<file path="src/tws_pkg.sv">
// Package of constants and types for the two-wire slave block.
// Operation
// - General-call data ack follows ack_enable.
// - Not-acked general-call data ends addressed operation.
// - Stop or restart while addressed reports 0xA0.
// - Idle mode recognition gated by ack_enable, general_call_enable.
// - Pending begin request makes START when free.
// - Status code valid with prescaler bits masked.
// - Upper own_address_reg bits hold slave address.
// - general_call_enable allows general call address 0x00.
// - Addresses acknowledged only while ack_enable set.
// - Direction bit selects transmit or receive.
// - Address match sets irq_flag and status.
// - Lost arbitration, read address reports 0xB0.
// - Cleared ack_enable sends last byte, 0xC0/0xC8.
// - After last byte, release data, ignore clocks.
// - Cleared ack_enable isolates, bus still monitored.
// - Address match in clock-stopped sleep wakes system.
// - Clock held low after wake until flag cleared.
// - data_reg need not hold byte after wake.
// - Status 0xA8: send loaded byte, ack per ack_enable.
// - Status 0xB8: next byte last unless ack_enable.
`default_nettype none
package tws_pkg;
	// Word-aligned byte offsets of the registers on the APB.
	localparam logic [3:0] ADDR_OWN = 4'h0;
	localparam logic [3:0] ADDR_CTL = 4'h4;
	localparam logic [3:0] ADDR_STAT = 4'h8;
	localparam logic [3:0] ADDR_DATA = 4'hC;
	// Bit positions inside control_reg.
	localparam int CB_IRQ = 7;
	localparam int CB_ACK = 6;
	localparam int CB_BEG = 5;
	localparam int CB_HALT = 4;
	localparam int CB_WCOL = 3;
	localparam int CB_ON = 2;
	localparam int CB_RSV = 1;
	localparam int CB_IE = 0;
	// Bit position of general_call_enable inside own_address_reg.
	localparam int OB_GCE = 0;
	// Reset values of the registers.
	localparam logic [7:0] OWN_RST = 8'h00;
	localparam logic [7:0] CTL_RST = 8'h00;
	localparam logic [7:0] DATA_RST = 8'hFF;
	// Status codes with the prescaler bits at zero.
	localparam logic [7:0] ST_START = 8'h08;
	localparam logic [7:0] ST_OWN_W = 8'h60;
	localparam logic [7:0] ST_GC_W = 8'h70;
	localparam logic [7:0] ST_RX_ACK = 8'h80;
	localparam logic [7:0] ST_RX_NACK = 8'h88;
	localparam logic [7:0] ST_GC_ACK = 8'h90;
	localparam logic [7:0] ST_GC_NACK = 8'h98;
	localparam logic [7:0] ST_STOP = 8'hA0;
	localparam logic [7:0] ST_OWN_R = 8'hA8;
	localparam logic [7:0] ST_ARB_R = 8'hB0;
	localparam logic [7:0] ST_TX_ACK = 8'hB8;
	localparam logic [7:0] ST_TX_NACK = 8'hC0;
	localparam logic [7:0] ST_TX_LAST = 8'hC8;
	localparam logic [7:0] ST_NONE = 8'hF8;
	// Mask that splits the status register into code and prescaler, and the prescaler reset value.
	localparam logic [7:0] CODE_MASK = 8'hF8;
	localparam logic [1:0] PRESC_RST = 2'h0;
	// The general call address and the bit count of one byte.
	localparam logic [6:0] GC_ADDR = 7'h00;
	localparam logic [3:0] BITS = 4'h8;
	localparam logic [3:0] LAST_BIT = 4'h7;
	// Least hold time of a generated START, and its count in clocks.
	localparam int CLK_NS = 8;
	localparam int T_START_NS = 4000;
	localparam int START_CYC = (T_START_NS + CLK_NS - 1) / CLK_NS;
	localparam logic [9:0] HOLD_END = 10'(START_CYC - 1);
	// Bus-side states of the slave engine.
	typedef enum logic [3:0] {
		S_IDLE, S_START, S_ADDR, S_AACK, S_TXW, S_TX, S_TACK, S_RX, S_RACK
	} tws_state_type;
endpackage
`default_nettype wire

</file>
<file path="src/tws_line_mon.sv">
// Synchroniser and condition detector for the two bus lines.
`default_nettype none
module tws_line_mon (
	input wire logic clk,
	input wire logic rst,
	input wire logic scl_i,
	input wire logic sda_i,
	output logic scl_s,
	output logic sda_s,
	output logic scl_rise,
	output logic scl_fall,
	output logic start_p,
	output logic stop_p,
	output logic bus_free
);
	// First and second stages of the synchronisers.
	logic scl_m_q, sda_m_q, scl_q, sda_q;
	// Delayed copies used only for edge detection.
	logic scl_d1_q, sda_d1_q;
	// Bus is free between a STOP and the next START.
	logic free_q;

	// Two flip-flops per line before any logic reads the level.
	always_ff @(posedge clk or posedge rst) begin
		if (rst) begin
			scl_m_q <= 1'b1;
			sda_m_q <= 1'b1;
			scl_q <= 1'b1;
			sda_q <= 1'b1;
			scl_d1_q <= 1'b1;
			sda_d1_q <= 1'b1;
		end else begin
			scl_m_q <= scl_i;
			sda_m_q <= sda_i;
			scl_q <= scl_m_q;
			sda_q <= sda_m_q;
			scl_d1_q <= scl_q;
			sda_d1_q <= sda_q;
		end
	end

	// Edges of the clock line, seen on the system clock.
	assign scl_s = scl_q;
	assign sda_s = sda_q;
	assign scl_rise = scl_q & ~scl_d1_q;
	assign scl_fall = ~scl_q & scl_d1_q;
	// A data edge while the clock is high marks START or STOP.
	assign start_p = scl_q & scl_d1_q & sda_d1_q & ~sda_q;
	assign stop_p = scl_q & scl_d1_q & ~sda_d1_q & sda_q;
	assign bus_free = free_q;

	// Tracks whether another master holds the bus.
	always_ff @(posedge clk or posedge rst) begin
		if (rst) begin
			free_q <= 1'b1;
		end else if (start_p) begin
			free_q <= 1'b0;
		end else if (stop_p) begin
			free_q <= 1'b1;
		end
	end
endmodule
`default_nettype wire

</file>
<file path="src/tws_slave.sv">
// Two-wire slave engine with its APB register file.
//
// Local design decisions: the placing of the registers and the APB register port.
`default_nettype none
module tws_slave
	import tws_pkg::*;
(
	input wire logic clk,
	input wire logic rst,
	input wire logic psel,
	input wire logic penable,
	input wire logic pwrite,
	input wire logic [3:0] paddr,
	input wire logic [31:0] pwdata,
	output logic [31:0] prdata,
	output logic pready,
	output logic pslverr,
	input wire logic scl_i,
	output logic scl_o,
	output logic scl_oe,
	input wire logic sda_i,
	output logic sda_o,
	output logic sda_oe,
	input wire logic clk_stopped,
	input wire logic arb_lost,
	output logic wake
);
	// Synchronised bus levels and detected events.
	logic scl_s, sda_s, scl_rise, scl_fall, start_p, stop_p, bus_free;
	// Software-visible registers.
	logic [7:0] own_q, ctl_q, ctl_d, code_q, code_d, data_q;
	logic [1:0] presc_q;
	// Engine state, shift register and bit counter.
	tws_state_type st_q, st_d;
	logic [7:0] sh_q, sh_d;
	logic [3:0] cnt_q, cnt_d;
	// Addressed by general call, last byte, sampled or own ack.
	logic gc_q, gc_d, last_q, last_d, mack_q, mack_d;
	// Remembers lost arbitration until the ack of the address byte.
	logic arb_q;
	// Hold counter for a generated START.
	logic [9:0] hold_q, hold_d;
	// Engine pulses toward the register file.
	logic set_irq, beg_clr, dat_ld;
	// Registered outputs.
	logic [31:0] prdata_q;
	logic pready_q, pslverr_q, scl_oe_q, sda_oe_q, wake_q, low_q;

	// Line synchroniser and START/STOP detector.
	tws_line_mon u_mon (
		.clk(clk),
		.rst(rst),
		.scl_i(scl_i),
		.sda_i(sda_i),
		.scl_s(scl_s),
		.sda_s(sda_s),
		.scl_rise(scl_rise),
		.scl_fall(scl_fall),
		.start_p(start_p),
		.stop_p(stop_p),
		.bus_free(bus_free)
	);

	// APB decode; an access completes when pready is seen high.
	wire acc = psel & penable & pready_q;
	wire wr = acc & pwrite;
	wire sel_own = paddr == ADDR_OWN;
	wire sel_ctl = paddr == ADDR_CTL;
	wire sel_stat = paddr == ADDR_STAT;
	wire sel_data = paddr == ADDR_DATA;
	wire mapped = sel_own | sel_ctl | sel_stat | sel_data;
	wire [7:0] wd = pwdata[7:0];
	wire wr_ctl = wr & sel_ctl;
	wire wr_data = wr & sel_data;
	wire irq = ctl_q[CB_IRQ];
	wire on = ctl_q[CB_ON];
	wire ack_en = ctl_q[CB_ACK];
	wire irq_clr = wr_ctl & wd[CB_IRQ];
	// A one written to a set flag lets the engine go on.
	wire resume = irq & irq_clr;
	// A halt request with the flag clear drops to idle.
	wire halt_go = irq_clr & wd[CB_HALT];

	// Status shows 0xF8 while no event is pending.
	wire [7:0] code_rd = irq ? code_q : ST_NONE;
	wire [7:0] stat_rd = (code_rd & CODE_MASK) | {6'h00, presc_q};
	wire [7:0] rd8 = sel_own ? own_q :
		sel_ctl ? ctl_q :
		sel_stat ? stat_rd :
		sel_data ? data_q : 8'h00;

	// Address byte checks against own_address_reg.
	wire addr_own = sh_q[7:1] == own_q[7:1];
	wire addr_gc = (sh_q[7:1] == GC_ADDR) & own_q[OB_GCE] & ~sh_q[0];
	wire addr_end = (st_q == S_ADDR) & scl_fall & (cnt_q == BITS);
	// Matches only while ack_enable is set.
	wire hit = addr_end & ack_en & (addr_own | addr_gc);
	wire addressed = st_q inside {S_AACK, S_TXW, S_TX, S_TACK, S_RX,
		S_RACK};
	// Data drive: low for ack, low for a zero data bit, low for START.
	wire sda_drv = (st_q == S_AACK) | (st_q == S_START) |
		((st_q == S_RACK) & mack_q) | ((st_q == S_TX) & ~sh_q[7]);

	// Next value of control_reg; hardware sets win over clears.
	wire [7:0] ctl_w = wr_ctl ? wd : ctl_q;
	always_comb begin
		ctl_d = ctl_w;
		ctl_d[CB_IRQ] = set_irq | (irq & ~irq_clr);
		ctl_d[CB_BEG] = ctl_w[CB_BEG] & ~beg_clr;
		ctl_d[CB_HALT] = ctl_w[CB_HALT] & ~irq_clr;
		ctl_d[CB_WCOL] = (wr_data & ~irq) |
			(ctl_w[CB_WCOL] & ~(wr_data & irq));
		ctl_d[CB_RSV] = 1'b0;
	end

	// Bus engine: one transition per detected bus event.
	always_comb begin
		st_d = st_q;
		sh_d = sh_q;
		cnt_d = cnt_q;
		code_d = code_q;
		gc_d = gc_q;
		last_d = last_q;
		mack_d = mack_q;
		hold_d = hold_q;
		set_irq = 1'b0;
		beg_clr = 1'b0;
		dat_ld = 1'b0;
		if (!on) begin
			// A disabled interface releases both lines.
			st_d = S_IDLE;
		end else if (st_q == S_START) begin
			// Hold data low, then report the START.
			hold_d = hold_q + 10'h001;
			if (hold_q == HOLD_END) begin
				st_d = S_IDLE;
				beg_clr = 1'b1;
				code_d = ST_START;
				set_irq = 1'b1;
			end
		end else if (halt_go) begin
			st_d = S_IDLE;
		end else if (start_p | stop_p) begin
			// Stop or restart ends an addressed transfer.
			if (addressed) begin
				code_d = ST_STOP;
				set_irq = 1'b1;
			end
			st_d = start_p ? S_ADDR : S_IDLE;
			cnt_d = 4'h0;
		end else begin
			unique case (st_q)
				S_IDLE: begin
					// Begin request waits for a free bus.
					if (ctl_q[CB_BEG] & bus_free & ~irq) begin
						st_d = S_START;
						hold_d = 10'h000;
					end
				end
				S_START: begin
				end
				S_ADDR: begin
					// Address is shifted in even when isolated.
					if (scl_rise) begin
						sh_d = {sh_q[6:0], sda_s};
						cnt_d = cnt_q + 4'h1;
					end else if (addr_end) begin
						st_d = hit ? S_AACK : S_IDLE;
						gc_d = ~addr_own;
						cnt_d = 4'h0;
					end
				end
				S_AACK: begin
					// End of the address ack clock.
					if (scl_fall) begin
						set_irq = 1'b1;
						if (sh_q[0]) begin
							code_d = arb_q ? ST_ARB_R : ST_OWN_R;
							st_d = S_TXW;
						end else begin
							code_d = gc_q ? ST_GC_W : ST_OWN_W;
							st_d = S_RX;
						end
					end
				end
				S_TXW: begin
					// Loaded byte goes out once the flag is cleared.
					if (resume) begin
						sh_d = data_q;
						// The ack_enable written with the clear decides.
						last_d = ~ctl_w[CB_ACK];
						cnt_d = 4'h0;
						st_d = S_TX;
					end
				end
				S_TX: begin
					if (scl_fall) begin
						sh_d = {sh_q[6:0], 1'b1};
						cnt_d = cnt_q + 4'h1;
						if (cnt_q == LAST_BIT) begin
							st_d = S_TACK;
						end
					end
				end
				S_TACK: begin
					// Sample the master's answer, report at the fall.
					if (scl_rise) begin
						mack_d = ~sda_s;
					end else if (scl_fall) begin
						set_irq = 1'b1;
						if (!mack_q) begin
							code_d = ST_TX_NACK;
							st_d = S_IDLE;
						end else if (last_q) begin
							code_d = ST_TX_LAST;
							st_d = S_IDLE;
						end else begin
							code_d = ST_TX_ACK;
							st_d = S_TXW;
						end
					end
				end
				S_RX: begin
					if (scl_rise) begin
						sh_d = {sh_q[6:0], sda_s};
						cnt_d = cnt_q + 4'h1;
					end else if (scl_fall & (cnt_q == BITS)) begin
						mack_d = ack_en;
						cnt_d = 4'h0;
						st_d = S_RACK;
					end
				end
				S_RACK: begin
					// After a not-acked byte the slave is unaddressed.
					if (scl_fall) begin
						set_irq = 1'b1;
						dat_ld = ~clk_stopped;
						if (gc_q) begin
							code_d = mack_q ? ST_GC_ACK : ST_GC_NACK;
						end else begin
							code_d = mack_q ? ST_RX_ACK : ST_RX_NACK;
						end
						st_d = mack_q ? S_RX : S_IDLE;
					end
				end
			endcase
		end
	end

	// APB answer registers; one wait state on every access.
	always_ff @(posedge clk or posedge rst) begin
		if (rst) begin
			pready_q <= 1'b0;
			pslverr_q <= 1'b0;
			prdata_q <= 32'h0000_0000;
		end else begin
			pready_q <= psel & penable & ~pready_q;
			pslverr_q <= psel & penable & ~pready_q & ~mapped;
			prdata_q <= {24'h00_0000, rd8};
		end
	end

	// Software registers.
	always_ff @(posedge clk or posedge rst) begin
		if (rst) begin
			own_q <= OWN_RST;
			ctl_q <= CTL_RST;
			presc_q <= PRESC_RST;
			data_q <= DATA_RST;
		end else begin
			ctl_q <= ctl_d;
			if (wr & sel_own) begin
				own_q <= wd;
			end
			if (wr & sel_stat) begin
				presc_q <= wd[1:0];
			end
			if (dat_ld) begin
				data_q <= sh_q;
			end else if (wr_data & irq) begin
				data_q <= wd;
			end
		end
	end

	// Engine registers.
	always_ff @(posedge clk or posedge rst) begin
		if (rst) begin
			st_q <= S_IDLE;
			sh_q <= 8'h00;
			cnt_q <= 4'h0;
			code_q <= ST_NONE;
			gc_q <= 1'b0;
			last_q <= 1'b0;
			mack_q <= 1'b0;
			hold_q <= 10'h000;
		end else begin
			st_q <= st_d;
			sh_q <= sh_d;
			cnt_q <= cnt_d;
			code_q <= code_d;
			gc_q <= gc_d;
			last_q <= last_d;
			mack_q <= mack_d;
			hold_q <= hold_d;
		end
	end

	// Pin drive, lost-arbitration memory and the wake level.
	always_ff @(posedge clk or posedge rst) begin
		if (rst) begin
			scl_oe_q <= 1'b0;
			sda_oe_q <= 1'b0;
			wake_q <= 1'b0;
			arb_q <= 1'b0;
			low_q <= 1'b0;
		end else begin
			low_q <= 1'b0;
			// Clock stays low while the flag is set.
			scl_oe_q <= on & ctl_d[CB_IRQ];
			sda_oe_q <= on & sda_drv;
			// Wake stands until the system clock runs again.
			wake_q <= (hit & clk_stopped) | (wake_q & clk_stopped);
			// Kept through the address ack, where the code is chosen.
			arb_q <= arb_lost | (arb_q & (st_d != S_IDLE) &
				~((st_q == S_AACK) & scl_fall));
		end
	end

	assign prdata = prdata_q;
	assign pready = pready_q;
	assign pslverr = pslverr_q;
	assign scl_o = low_q;
	assign sda_o = low_q;
	assign scl_oe = scl_oe_q;
	assign sda_oe = sda_oe_q;
	assign wake = wake_q;

	// Checks kept beside the logic they guard.
	AST_STRETCH: assert property (@(posedge clk) disable iff (rst)
		on && irq && !irq_clr |=> scl_oe_q)
		else $error("clock not held low while flag set");
	AST_STOP_A0: assert property (@(posedge clk) disable iff (rst)
		on && stop_p && addressed && !halt_go |=> irq && code_q == ST_STOP
		&& st_q == S_IDLE)
		else $error("stop while addressed not reported as 0xA0");
	AST_ISOLATE: assert property (@(posedge clk) disable iff (rst)
		on && addr_end && !ack_en && !start_p && !stop_p |=> st_q == S_IDLE)
		else $error("address acknowledged with ack_enable clear");
	AST_LAST_C8: assert property (@(posedge clk) disable iff (rst)
		on && st_q == S_TACK && scl_fall && mack_q && last_q && !halt_go
		|=> code_q == ST_TX_LAST && irq)
		else $error("acked last byte not reported as 0xC8");
	AST_RELEASE: assert property (@(posedge clk) disable iff (rst)
		st_q == S_IDLE |=> !sda_oe_q)
		else $error("data line driven while unaddressed");
	AST_GC_GATE: assert property (@(posedge clk) disable iff (rst)
		st_q == S_ADDR && st_d == S_AACK && !addr_own |-> own_q[OB_GCE])
		else $error("general call taken while disabled");
	AST_START_GEN: assert property (@(posedge clk) disable iff (rst)
		st_q == S_IDLE && st_d == S_START |=> ##1 sda_oe_q ##[490:510]
		!sda_oe_q)
		else $error("generated start hold time wrong");
	AST_WAKE: assert property (@(posedge clk) disable iff (rst)
		hit && clk_stopped |=> wake)
		else $error("address match in sleep did not wake");
	AST_WAKE_LOW: assert property (@(posedge clk) disable iff (rst)
		on && wake && irq && !irq_clr |=> scl_oe_q)
		else $error("clock not held low after wake");
	AST_GC_NACK: assert property (@(posedge clk) disable iff (rst)
		on && st_q == S_RACK && scl_fall && gc_q && !mack_q && !halt_go
		&& !start_p && !stop_p |=> code_q == ST_GC_NACK && st_q == S_IDLE)
		else $error("not-acked general call data handled wrong");
endmodule
`default_nettype wire

</file>
<file path="config.mk">
export PLATFORM = sky130hd
export DESIGN_NAME = tws_slave
export DESIGN_NICKNAME = d
export VERILOG_FILES = /design/src/tws_pkg.sv /design/src/tws_line_mon.sv /design/src/tws_slave.sv
export SDC_FILE = /design/constraint.sdc
export NUM_CORES = 1
export LEC_CHECK = 0
export BUFFER_PORTS_ARGS = -buffer_cell sky130_fd_sc_hd__buf_2
export CELL_PAD_IN_SITES_DETAIL_PLACEMENT = 1
export CELL_PAD_IN_SITES_GLOBAL_PLACEMENT = 1
export CORE_MARGIN = 10
export CORE_UTILIZATION = 43
export DETAILED_ROUTE_END_ITERATION = 12
export PLACE_DENSITY_LB_ADDON = 0.1
export SLEW_MARGIN = 20
export SYNTH_ARGS = -nofsm -noshare
export SYNTH_HDL_FRONTEND = slang
export SYNTH_SLANG_ARGS = --single-unit
</file>
<file path="constraint.sdc">
create_clock -name clk -period 2.73 [get_ports clk]
set_input_delay 0.546 -clock clk [delete_from_list [all_inputs] [get_ports clk]]
set_output_delay 0.546 -clock clk [all_outputs]
set_load 0.01 [all_outputs]
</file>
* After elaboration in Yosys (flattened, before gate mapping)
Cells that the tools add are included.
** Cells by class
- $add $sub $neg :: 2
- Equal/unequal tests :: 33
- Multiplexer cells :: 90
- Bitwise operators :: 76
- Reduce and logical (&&, ||, !) cells :: 22
** Operators with widths (number)
- $mux 8 :: 20
- $mux 4 :: 26
- $mux 10 :: 5
- $pmux 8 s3 :: 2
- $and 1x1->1 :: 43
- $pmux 4 s8 :: 1
- $eq 4x3->1 const B :: 6
- $reduce_and 8->1 :: 3
- $mux 1 :: 21
- $mux 7 :: 3
- $not 1->1 :: 20
- $eq 4x4->1 const B :: 4
- $ne 4x2->1 const B :: 4
- $pmux 4 s4 :: 1
- $mux 5 :: 3
- $or 1x1->1 :: 12
- $add 10x1->10 const B :: 1
- $eq 10x9->1 const B :: 1
- $ne 2x2->1 const B :: 5
- $reduce_bool 2->1 :: 5
- $reduce_bool 5->1 :: 2
- $mux 3 :: 3
- $reduce_and 9->1 :: 1
- $eq 4x2->1 const B :: 2
- 20 further kinds :: 29
** Word-level totals
- Register bits :: 83
- Input port bits :: 45
- Output and inout port bits :: 39
- Logic and storage cells :: 250

* Longest topological paths before layout
Gate-level depths: netlist of run 1.
- Word-level depth :: 18
- Gate-level depth with buffers :: 9
- Depth with buffers taken out :: 7

* Hierarchy
Synthesis of run 1 repeated with hierarchy kept, for this count alone.
** Second synthesis, totals
- Cells, all modules :: 474
- Area total of the unflattened synthesis :: 4624.4 sq um
** Modules (own cells, without submodules)
- tws_slave :: instances 1, cells an instance 457, area each 4377.9 sq um, seq. area each 1843.0 sq um
- tws_line_mon :: instances 1, cells an instance 17, area each 246.5 sq um, seq. area each 183.9 sq um

* Worst setup path after synthesis of run 1
Ideal clock, no wire load.
- Kind :: input to register
- Start :: in paddr[2]
- End :: reg arb_q
- Setup time :: 129 ps
- Arrival time :: 2110 ps
- Data required time :: 2601 ps
- Setup slack :: 490 ps
- Stages :: 8
- Path buffers :: 2
- Cells stage by stage :: buf_2 nand4b_1 o31ai_1 or3_1 buf_4 a21oi_1 or2_2 o41a_1
** On the way
- Word-level cells in the longest chain between the ends :: 14
- Elaborated cells between the ends (all ways) :: 15
- Classes of those cells :: eq/ne: 1; mux: 6; bitwise: 7; reduce/logical: 1
** Ends and longest elaborated chain
- start, declared :: RTL line tws_slave.sv:13 : input wire logic [3:0] paddr,
- $eq 4x3->1 (*) :: RTL line tws_slave.sv:68 : wire sel_ctl = paddr == ADDR_CTL;
- $and 1x1->1 (*) :: RTL line tws_slave.sv:73 : wire wr_ctl = wr & sel_ctl;
- $and 1x1->1 (*) :: RTL line tws_slave.sv:78 : wire irq_clr = wr_ctl & wd[CB_IRQ];
- $and 1x1->1 :: RTL line tws_slave.sv:80 : wire resume = irq & irq_clr;
- $mux 4 :: RTL line tws_slave.sv:188 : if (resume) begin
- $pmux 4 s8 :: RTL line tws_slave.sv:152 : unique case (st_q)
- $mux 4 :: RTL line tws_slave.sv:143 : end else if (start_p | stop_p) begin
- $mux 4 (*) :: RTL line tws_slave.sv:141 : end else if (halt_go) begin
- $mux 4 (*) :: RTL line tws_slave.sv:132 : end else if (st_q == S_START) begin
- $mux 4 (*) :: RTL line tws_slave.sv:129 : if (!on) begin
- via st_d[3] :: RTL line tws_slave.sv:34 : tws_state_type st_q, st_d;
- $reduce_bool 4->1 (*) :: RTL line tws_slave.sv:325 : arb_q <= arb_lost | (arb_q & (st_d != S_IDLE) &
- $and 1x1->1 (*) (2 in series) :: RTL line tws_slave.sv:325
- $or 1x1->1 (*) :: RTL line tws_slave.sv:325
- end signal, assigned :: RTL line tws_slave.sv:325
- end, declared :: RTL line tws_slave.sv:40 : logic arb_q;
Mark *: on every way through the listed nets, which the timed path passes. The rest lies on a longest branch.
A chain may end at the register's enable or synchronous reset.

* Final worst setup path of run 1
- Start :: reg st_q[3]
- End :: reg code_q[5]
** On the way
- Word-level cells in the longest chain between the ends :: 5
- Elaborated cells between the ends (all ways) :: 21
- Classes of those cells :: eq/ne: 14; mux: 4; reduce/logical: 3
** Ends and longest elaborated chain
- start, declared :: RTL line tws_slave.sv:34
- start signal, assigned :: RTL line tws_slave.sv:298 : st_q <= st_d;
- branches (longest 5 deep; another with $reduce_and 9->1)
- end signal, assigned :: RTL line tws_slave.sv:301 : code_q <= code_d;
- end, declared :: RTL line tws_slave.sv:31 : logic [7:0] own_q, ctl_q, ctl_d, code_q, code_d, data_q;
Several ways; the timed one is not identified. The select of a mux whose other input is x is not followed.

==> results of run 1 <==
## metrics by stage
step / instance area [um^2] / worst slack [ns] / util / power [mW] / std cells
floorplan: 4712 / 0.1654 / - / 1.416 / 493
global placement: 4960 / 0.1276 / 0.4762 / 1.466 / 642
detailed placement: 4960 / 0.01507 / 0.4762 / 1.474 / 642
CTS: 5187 / 0.08784 / 0.4980 / 2.514 / 658
global route: 5207 / 0.1533 / 0.4999 / 2.595 / 659
finish: 5207 / 0.2982 / 0.4999 / 2.486 / 659
## state kept, by name, indices dropped and copies added, names as in the netlist, 2 cells and up, named ones only
register,count
st_q,4
prdata,8
cnt_q,4
code_q,5
hold_q,10
presc_q,2
ctl_q,6
sh_q,8
data_q,8
own_q,8
## logic make-up after synthesis
| group | share of synthesized area |
|---|---|
| fa+ha+maj | 0.008129 |
| buf+inv | 0.07396 |
| xor+xnor | 0.02818 |
| simple gates | 0.2059 |
| flops | 0.4389 |
| compound gates | 0.1498 |
| other cells | 0.0008120 |
| mux | 0.09428 |
## placed cells by master, fill, tap and decap left out, types with 9 or more instances in the layout
master / n
o22ai_1: 9
buf_2: 33
mux2_2: 15
mux2i_1: 21
nor2b_1: 13
nand2_1: 46
dfstp_2: 20
o21ai_1: 18
buf_4: 26
conb_1: 26
dfrtp_1: 60
a21oi_1: 18
nor2_1: 26
nand3_1: 11
a211oi_1: 11
o21ai_0: 23
clkbuf_8: 10
## power breakdown
group,internal [mW],switching [mW]
registers,1.22,0.0294
clock network,0.544,0.490
logic,0.0738,0.130
total,1.84,0.649
## worst paths after layout
check	cells past startpoint	slack, ns	from	endpoint
max in group asynchronous	3	1.87	rst	data_q[4]
min	2	0.17	rst	st_q[2]
max	6	0.30	st_q[3]	code_q[5]
max reg2reg	6	0.30	st_q[3]	code_q[5]
min in group clk	1	0.28	sda_i	u_mon.sda_m_q
min reg2reg	0	0.36	u_mon.scl_m_q	u_mon.scl_s
## layer usage
layer  routed length [um]  track usage  vias up
li1                     -            -     1751
met1                 6274       0.2497     1868
met2                 6210       0.2881      120
met3                  830      0.03348       17
met4                  192      0.06259        0
met5                    0            0        -
## layout make-up
type,instances,area share
clock inverter,6,0.01730
inverter,10,0.007448
clock buffer,10,0.02643
timing repair buffer,61,0.07689
tap,136,0.03268
multi-input combinational,356,0.4500
sequential,80,0.3892
## repair_timing
item                       CTS  global route
setup endpoints to repair    0             6
hold buffers                 0             0
buffers inserted             0             1
==> impl_metrics.ini, run 1 <==
[cts]
clkSinkCount = 80
cts_root_buffer = clkbuf_8
cts_made_buffers = 9
clk_latency_ns = 0.37
cts_tree = built
clk_pin_slew_ns = 0.09
h-tree-depth = 3
clockBufferDepth = 2
post_cts_resized = 0

[grt]
grt_max_degree = 57
antenna_found_initial = 0
grt_pass1_vias = 3997
track_usage = 0.1835
overflow = 0
grt_pass1_wl_um = 21910

[timing]
setup_viol = 0
tns_ns = 0
tightestPinTransition_ns = 0.5367
skew_ns = 0.01219
fmax_mhz = 411.2
rsz0062_at_grt = false
hold_viol = 0
hold_ws_ns = 0.1652
period_share = 0.8908
slew_viol_final = 0
max_slew_margin = 0.6412
layout_min_cycle_time_ns = 2.432

[floorplanning]
io_pins = 84
fp.dieW_um = 123.6
core-area_um2 = 10420
die_h_um = 123.6
die-area_um2 = 15290
initial_core_util = 0.4434
core.rowCount = 37

[logic_synthesis]
synth_most_common_cell = dfrtp_1
synthArstFlopShare = 1.000
ys_warn_count = 0
synth_cell_type_count = 73
synthTopCellsByCount = dfrtp_1, nand2_1, buf_4, nor2_1, o21ai_0
yosys_register_bits = 80
avgSynthCellArea_um2 = 9.868
synth-seq-area-share = 0.4389
synth_ff_type = dfrtp_1
synth_area_leaders = dfrtp_1, dfstp_2, buf_4, mux2i_1, nand2_1
synth_edf_count = 0
syn_area_um2 = 4618
synth_area_leader_cell = dfrtp_1
synth_top_cell_area_share = 0.3251
netlist_instances = 468

[layout]
multi_input_area_um2 = 2344
diodes = 0
drive_gt1_frac = 0.2600
area_delta_synth_final_pct = 12.76
finalNetCount = 566
fillers = 1213
seqCellArea_um2 = 2027

[route]
drt_wl_total_um = 13510
firstDrtPassIters = 5
viasPerCell = 5.700
wl_per_cell_um = 20.50
drc = 0
vias = 3756
drt_iter0_markers = 233
antenna_left = 0

[pwr]
power-per-cell-area_nw_per_um2 = 477.4
ir_drop_uv = 335.3
p_leak_nw = 2.274

[worst_setup_path]
cp_slowest_stage_delay_ns = 0.65
cp_data_arrival_time_ns = 2.73
path_cells = buf_4 -> nor4b_2 -> o21ai_0 -> o21ai_0 -> o221a_2 -> mux2_2
cp_max_fo = 11
crit_required_ns = 3.03
critPathMostFrequentCell = o21ai_0
endpoint_kind = flop
cp-start-kind = flop
cp_num_buf_inv = 1
critPathSlowestCell = dfrtp_1
critPathKind = flop to flop
crit_family = compound AO/OA/AOI/OAI gates

[placement]
globalplace.congestion = 0.9032
hpwl_um = 10060
io_buffers = 33

[worst_hold_path]
hp-class = primary input to asynchronous set/reset pin

[status]
status = finished clean

[job]
maxCapViolCount = 0
Power figures use the tool's default switching activity.
==> inputs of run 2 (changes only) <==
--- a/config.mk
+++ b/config.mk
@@ -6,12 +6,10 @@
 export NUM_CORES = 1
 export LEC_CHECK = 0
 export BUFFER_PORTS_ARGS = -buffer_cell sky130_fd_sc_hd__buf_2
-export CELL_PAD_IN_SITES_DETAIL_PLACEMENT = 1
-export CELL_PAD_IN_SITES_GLOBAL_PLACEMENT = 1
 export CORE_MARGIN = 10
-export CORE_UTILIZATION = 43
+export CORE_UTILIZATION = 55
 export DETAILED_ROUTE_END_ITERATION = 12
-export PLACE_DENSITY_LB_ADDON = 0.1
+export PLACE_DENSITY = 0.79
 export SLEW_MARGIN = 20
 export SYNTH_ARGS = -nofsm -noshare
 export SYNTH_HDL_FRONTEND = slang
==> impl_metrics.ini, run 2 (synthesized netlist as in run 1, its figures left out) <==
[route]
antenna_left = 0
drt_wl_total_um = 11610
firstDrtPassIters = 5
vias = 3734
viasPerCell = 5.994
drt_iter0_markers = 293
drc = 0
wl_per_cell_um = 18.64

[layout]
final_core_util = 0.6258
finalNetCount = 561
seqCellArea_um2 = 2027
largest_register_ffs = 10
layout_common_cells = dfrtp_1, nand2_1, buf_2
area_delta_synth_final_pct = 10.78
fillers = 677
multi_input_area_um2 = 2344
layout_commonest_cell = dfrtp_1
regMostFlops = hold_q
instances_no_fill = 623
drive_gt1_frac = 0.2529
diodes = 0

[worst_setup_path]
cp_max_fo = 16
path_cells = or4b_4 -> or4_4 -> o2111ai_1 -> o311a_1 -> o41a_1
reg2reg_depth = 5
critical_path_depth = 5
cp_slowest_stage_delay_ns = 0.75
critPathKind = flop to flop
critPathSlowestCell = dfrtp_1
cp_num_buf_inv = 0
r2r-start = st_q[3]
crit_family = simple AND/OR/NAND/NOR gates
endpoint_kind = flop
cp-start-kind = flop
cp_data_arrival_time_ns = 2.81
crit_path_start = st_q[3]
crit_required_ns = 3.03

[timing]
layout_min_cycle_time_ns = 2.506
skew_ns = 0.01402
period_share = 0.9181
slew_viol_final = 0
fmax_mhz = 399.0
max_slew_margin = 0.5862
tns_ns = 0
tightestPinTransition_ns = 0.6208
hold_viol = 0
hold_ws_ns = 0.1784
setup_viol = 0
rsz0062_at_grt = false

[pwr]
sw_frac_of_total = 0.2576
power-per-cell-area_nw_per_um2 = 478.8
ir_drop_uv = 395.5
intPower_mw = 1.819
power_mw = 2.449
p_leak_nw = 2.245
switching_power_uw = 630.9
p_clk_frac = 0.409
power_frac_comb = 0.082
seqPwrFrac = 0.509

[placement]
io_buffers = 33
globalplace.congestion = 0.9583
hpwl_um = 8616
post-place-cells = 607

[cts]
cts_made_buffers = 9
clk_pin_slew_ns = 0.09
hold_buffers = 0
clk_latency_ns = 0.36
post_cts_resized = 0
post_cts.repair.setup_buffers = 0
cts_tree = built
clockBufferDepth = 2
clkSinkCount = 80
h-tree-depth = 3
cts_root_buffer = clkbuf_8

[grt]
grt_max_degree = 55
track_usage = 0.1859
grt_pass1_wl_um = 19330
overflow = 0
antenna_found_initial = 0
grt_pass1_vias = 3705

[floorplanning]
initial_core_util = 0.5649
io_pins = 84
core.rowCount = 33
fp.dieW_um = 111.6
die-area_um2 = 12460
core-area_um2 = 8175
die_h_um = 111.6

[worst_hold_path]
hp-class = primary input to asynchronous set/reset pin

[status]
status = finished clean

[job]
maxCapViolCount = 0
## run 2: routing by layer
layer,global-route usage,wire [um],up-vias,part of all wire
li1,-,-,1739,-
met1,0.2474,5091,1801,0.44
met2,0.2867,5218,169,0.45
met3,0.04938,1021,25,0.088
met4,0.06170,283,0,0.024
met5,0,0,-,0
## run 2: power by group through the flow
stage                     clock network [mW]  logic, mW  registers (mW)
after CTS                               1.02      0.199            1.25
after floorplan                            0      0.156            1.26
after global routing                    1.07      0.225            1.25
final                                   1.00      0.201            1.25
after global placement                     0      0.192            1.27
after detailed placement                   0      0.198            1.27
## run 2: path summary, 6_finish.rpt
kind | slack (ns) | to
setup / recovery | 0.22 | arb_q
hold / removal | 0.18 | wake
setup reg to reg | 0.22 | arb_q
hold reg to reg | 0.36 | u_mon.sda_s
max in group asynchronous | 1.86 | code_q[4]
min in group clk | 0.27 | u_mon.sda_m_q
## run 2: worst reg2reg max path, delay by kind of cell (launching register included)
| kind | cells | cell delay, ns |
|---|---|---|
| flip-flops | 1 | 0.75 |
| AO/OA/AOI/OAI | 3 | 0.59 |
| AND/OR/NAND/NOR | 2 | 1.12 |
## run 2: cell type report
type / count / area share
inverter: 10 / 0.007581
multi-input combinational: 356 / 0.4581
tap: 105 / 0.02568
clock buffer: 9 / 0.02421
sequential: 80 / 0.3962
timing repair buffer: 56 / 0.06848
clock inverter: 7 / 0.01981
## run 2: per-stage QoR
step,instance area (um^2),setup WS [ns]
after floorplan,4712,0.1654
after detailed placement,4891,0.2595
after CTS,5116,0.2821
after global placement,4891,0.3207
final,5116,0.2236
after global routing,5116,0.1489
==> inputs of run 3 (changes only) <==
--- a/config.mk
+++ b/config.mk
@@ -10,6 +10,7 @@
 export CORE_UTILIZATION = 55
 export DETAILED_ROUTE_END_ITERATION = 12
 export PLACE_DENSITY = 0.79
+export SETUP_SLACK_MARGIN = 0.5
 export SLEW_MARGIN = 20
 export SYNTH_ARGS = -nofsm -noshare
 export SYNTH_HDL_FRONTEND = slang
==> impl_metrics.ini, run 3 (synthesized netlist as in run 1, its figures left out) <==
[status]
status = finished clean

[worst_setup_path]
r2r-start = st_q[1]
critPathSlowestCell = dfrtp_2
timing.rr.end = arb_q
endpoint_kind = flop
cp_num_buf_inv = 2
path_cells = buf_12 -> buf_4 -> and4bb_2 -> a31oi_1 -> o22ai_1 -> o31a_2 -> o41a_1
cp_data_arrival_time_ns = 2.50
cp_slowest_stage_delay_ns = 0.45
crit_required_ns = 2.98
cp-start-kind = flop
crit_path_start = st_q[1]
r2r_slack_ns = 0.48
critPathKind = flop to flop
crit_family = compound AO/OA/AOI/OAI gates
reg2reg_depth = 7
cp_max_fo = 9

[route]
drt_iter0_markers = 404
firstDrtPassIters = 5
drc = 0
wl_per_cell_um = 18.54
antenna_left = 0
vias = 3833
drt_wl_total_um = 11810
viasPerCell = 6.017

[placement]
globalplace.congestion = 0.9737
io_buffers = 33
hpwl_um = 8532

[job]
maxCapViolCount = 0

[floorplanning]
io_pins = 84
core.rowCount = 33
fp.dieW_um = 111.6
die_h_um = 111.6
die-area_um2 = 12460
core-area_um2 = 8175
initial_core_util = 0.5649

[pwr]
sw_frac_of_total = 0.2863
p_leak_nw = 2.314
switching_power_uw = 660.9
ir_drop_uv = 329.5
power_mw = 2.308
p_clk_frac = 0.369
power-per-cell-area_nw_per_um2 = 436.7
intPower_mw = 1.647
seqPwrFrac = 0.541
power_frac_comb = 0.090

[grt]
antenna_found_initial = 0
grt_pass1_wl_um = 19110
grt_max_degree = 54
overflow = 0
grt_pass1_vias = 3724
track_usage = 0.1839

[timing]
hold_viol = 0
max_slew_margin = 0.5788
rsz0062_at_grt = true
setup_viol = 0
skew_ns = 0.01491
tightestPinTransition_ns = 0.6304
fmax_mhz = 444.1
layout_min_cycle_time_ns = 2.252
period_share = 0.8249
slew_viol_final = 0
tns_ns = 0

[cts]
clk_latency_ns = 0.37
clockBufferDepth = 2
cts_made_buffers = 9
h-tree-depth = 3
cts_root_buffer = clkbuf_8
clkSinkCount = 80
clk_pin_slew_ns = 0.09
hold_buffers = 0
cts_tree = built

[layout]
diodes = 0
finalNetCount = 575
layout_common_cells = dfrtp_1, nand2_1, buf_2
largest_register_ffs = 10
area_delta_synth_final_pct = 14.47
layout_commonest_cell = dfrtp_1
regMostFlops = hold_q
drive_gt1_frac = 0.2914
final_core_util = 0.6466

[worst_hold_path]
hp-class = primary input to asynchronous set/reset pin
## run 3: power by group through the flow
stage          registers, mW  clock network [mW]  logic, mW
3_5_place_dp            1.27                   0      0.192
6_report                1.25               0.852      0.208
3_3_place_gp            1.27                   0      0.186
2_1_floorplan           1.26                   0      0.156
4_1_cts                 1.25               0.855      0.200
5_1_grt                 1.25               0.910      0.232
## run 3: per-stage QoR
stage	instance area (um^2)	cells	worst slack, ns	hold WS [ns]
detailed placement	4888	604	0.1521	0.3485
global route	5286	637	0.4146	0.2606
floorplan	4721	493	0.5150	0.3452
CTS	5179	629	0.4992	0.2635
finish	5286	637	0.4780	0.2552
global placement	4888	604	0.2401	0.3470
## run 3: worst reg2reg max path, cell delays in order (launching register included)
cell and delay [ns]:
dfrtp_2 0.45, buf_12 0.15, buf_4 0.16, and4bb_2 0.30, a31oi_1 0.21, o22ai_1 0.13
o31a_2 0.37, o41a_1 0.38
## run 3: repair_timing
item                                    CTS  global route
endpoints found under the setup margin   16            19
pin swaps                                 1             6
cloned                                    0             1
setup buffers                             9             7
resized for setup                         8            12
## run 3: worst max-delay path by stage
stage	to	slack [ns]	depth (start not counted)
final	arb_q	0.48	7
after global routing	hold_q[0]	0.41	8
after CTS	arb_q	0.50	5
after detailed placement	arb_q	0.15	7
after global placement	arb_q	0.24	7
after floorplan	cnt_q[2]	0.51	7
## run 3: cell type report
cell class	instances	area, um^2
clock buffer	9	123.9
clock inverter	7	63.81
fill	657	2889
inverter	10	41.29
multi-input combinational	356	2407
sequential	80	2033
tap	105	131.4
timing repair buffer	70	485.5
## run 3: routing by layer
| layer | vias up | GRT usage | share of wire | routed length [um] |
|---|---|---|---|---|
| met4 | 0 | 0.06084 | 0.018 | 209 |
| met3 | 24 | 0.05153 | 0.086 | 1020 |
| li1 | 1771 | - | - | - |
| met1 | 1859 | 0.2490 | 0.45 | 5257 |
| met2 | 179 | 0.2766 | 0.45 | 5320 |
| met5 | - | 0 | 0 | 0 |
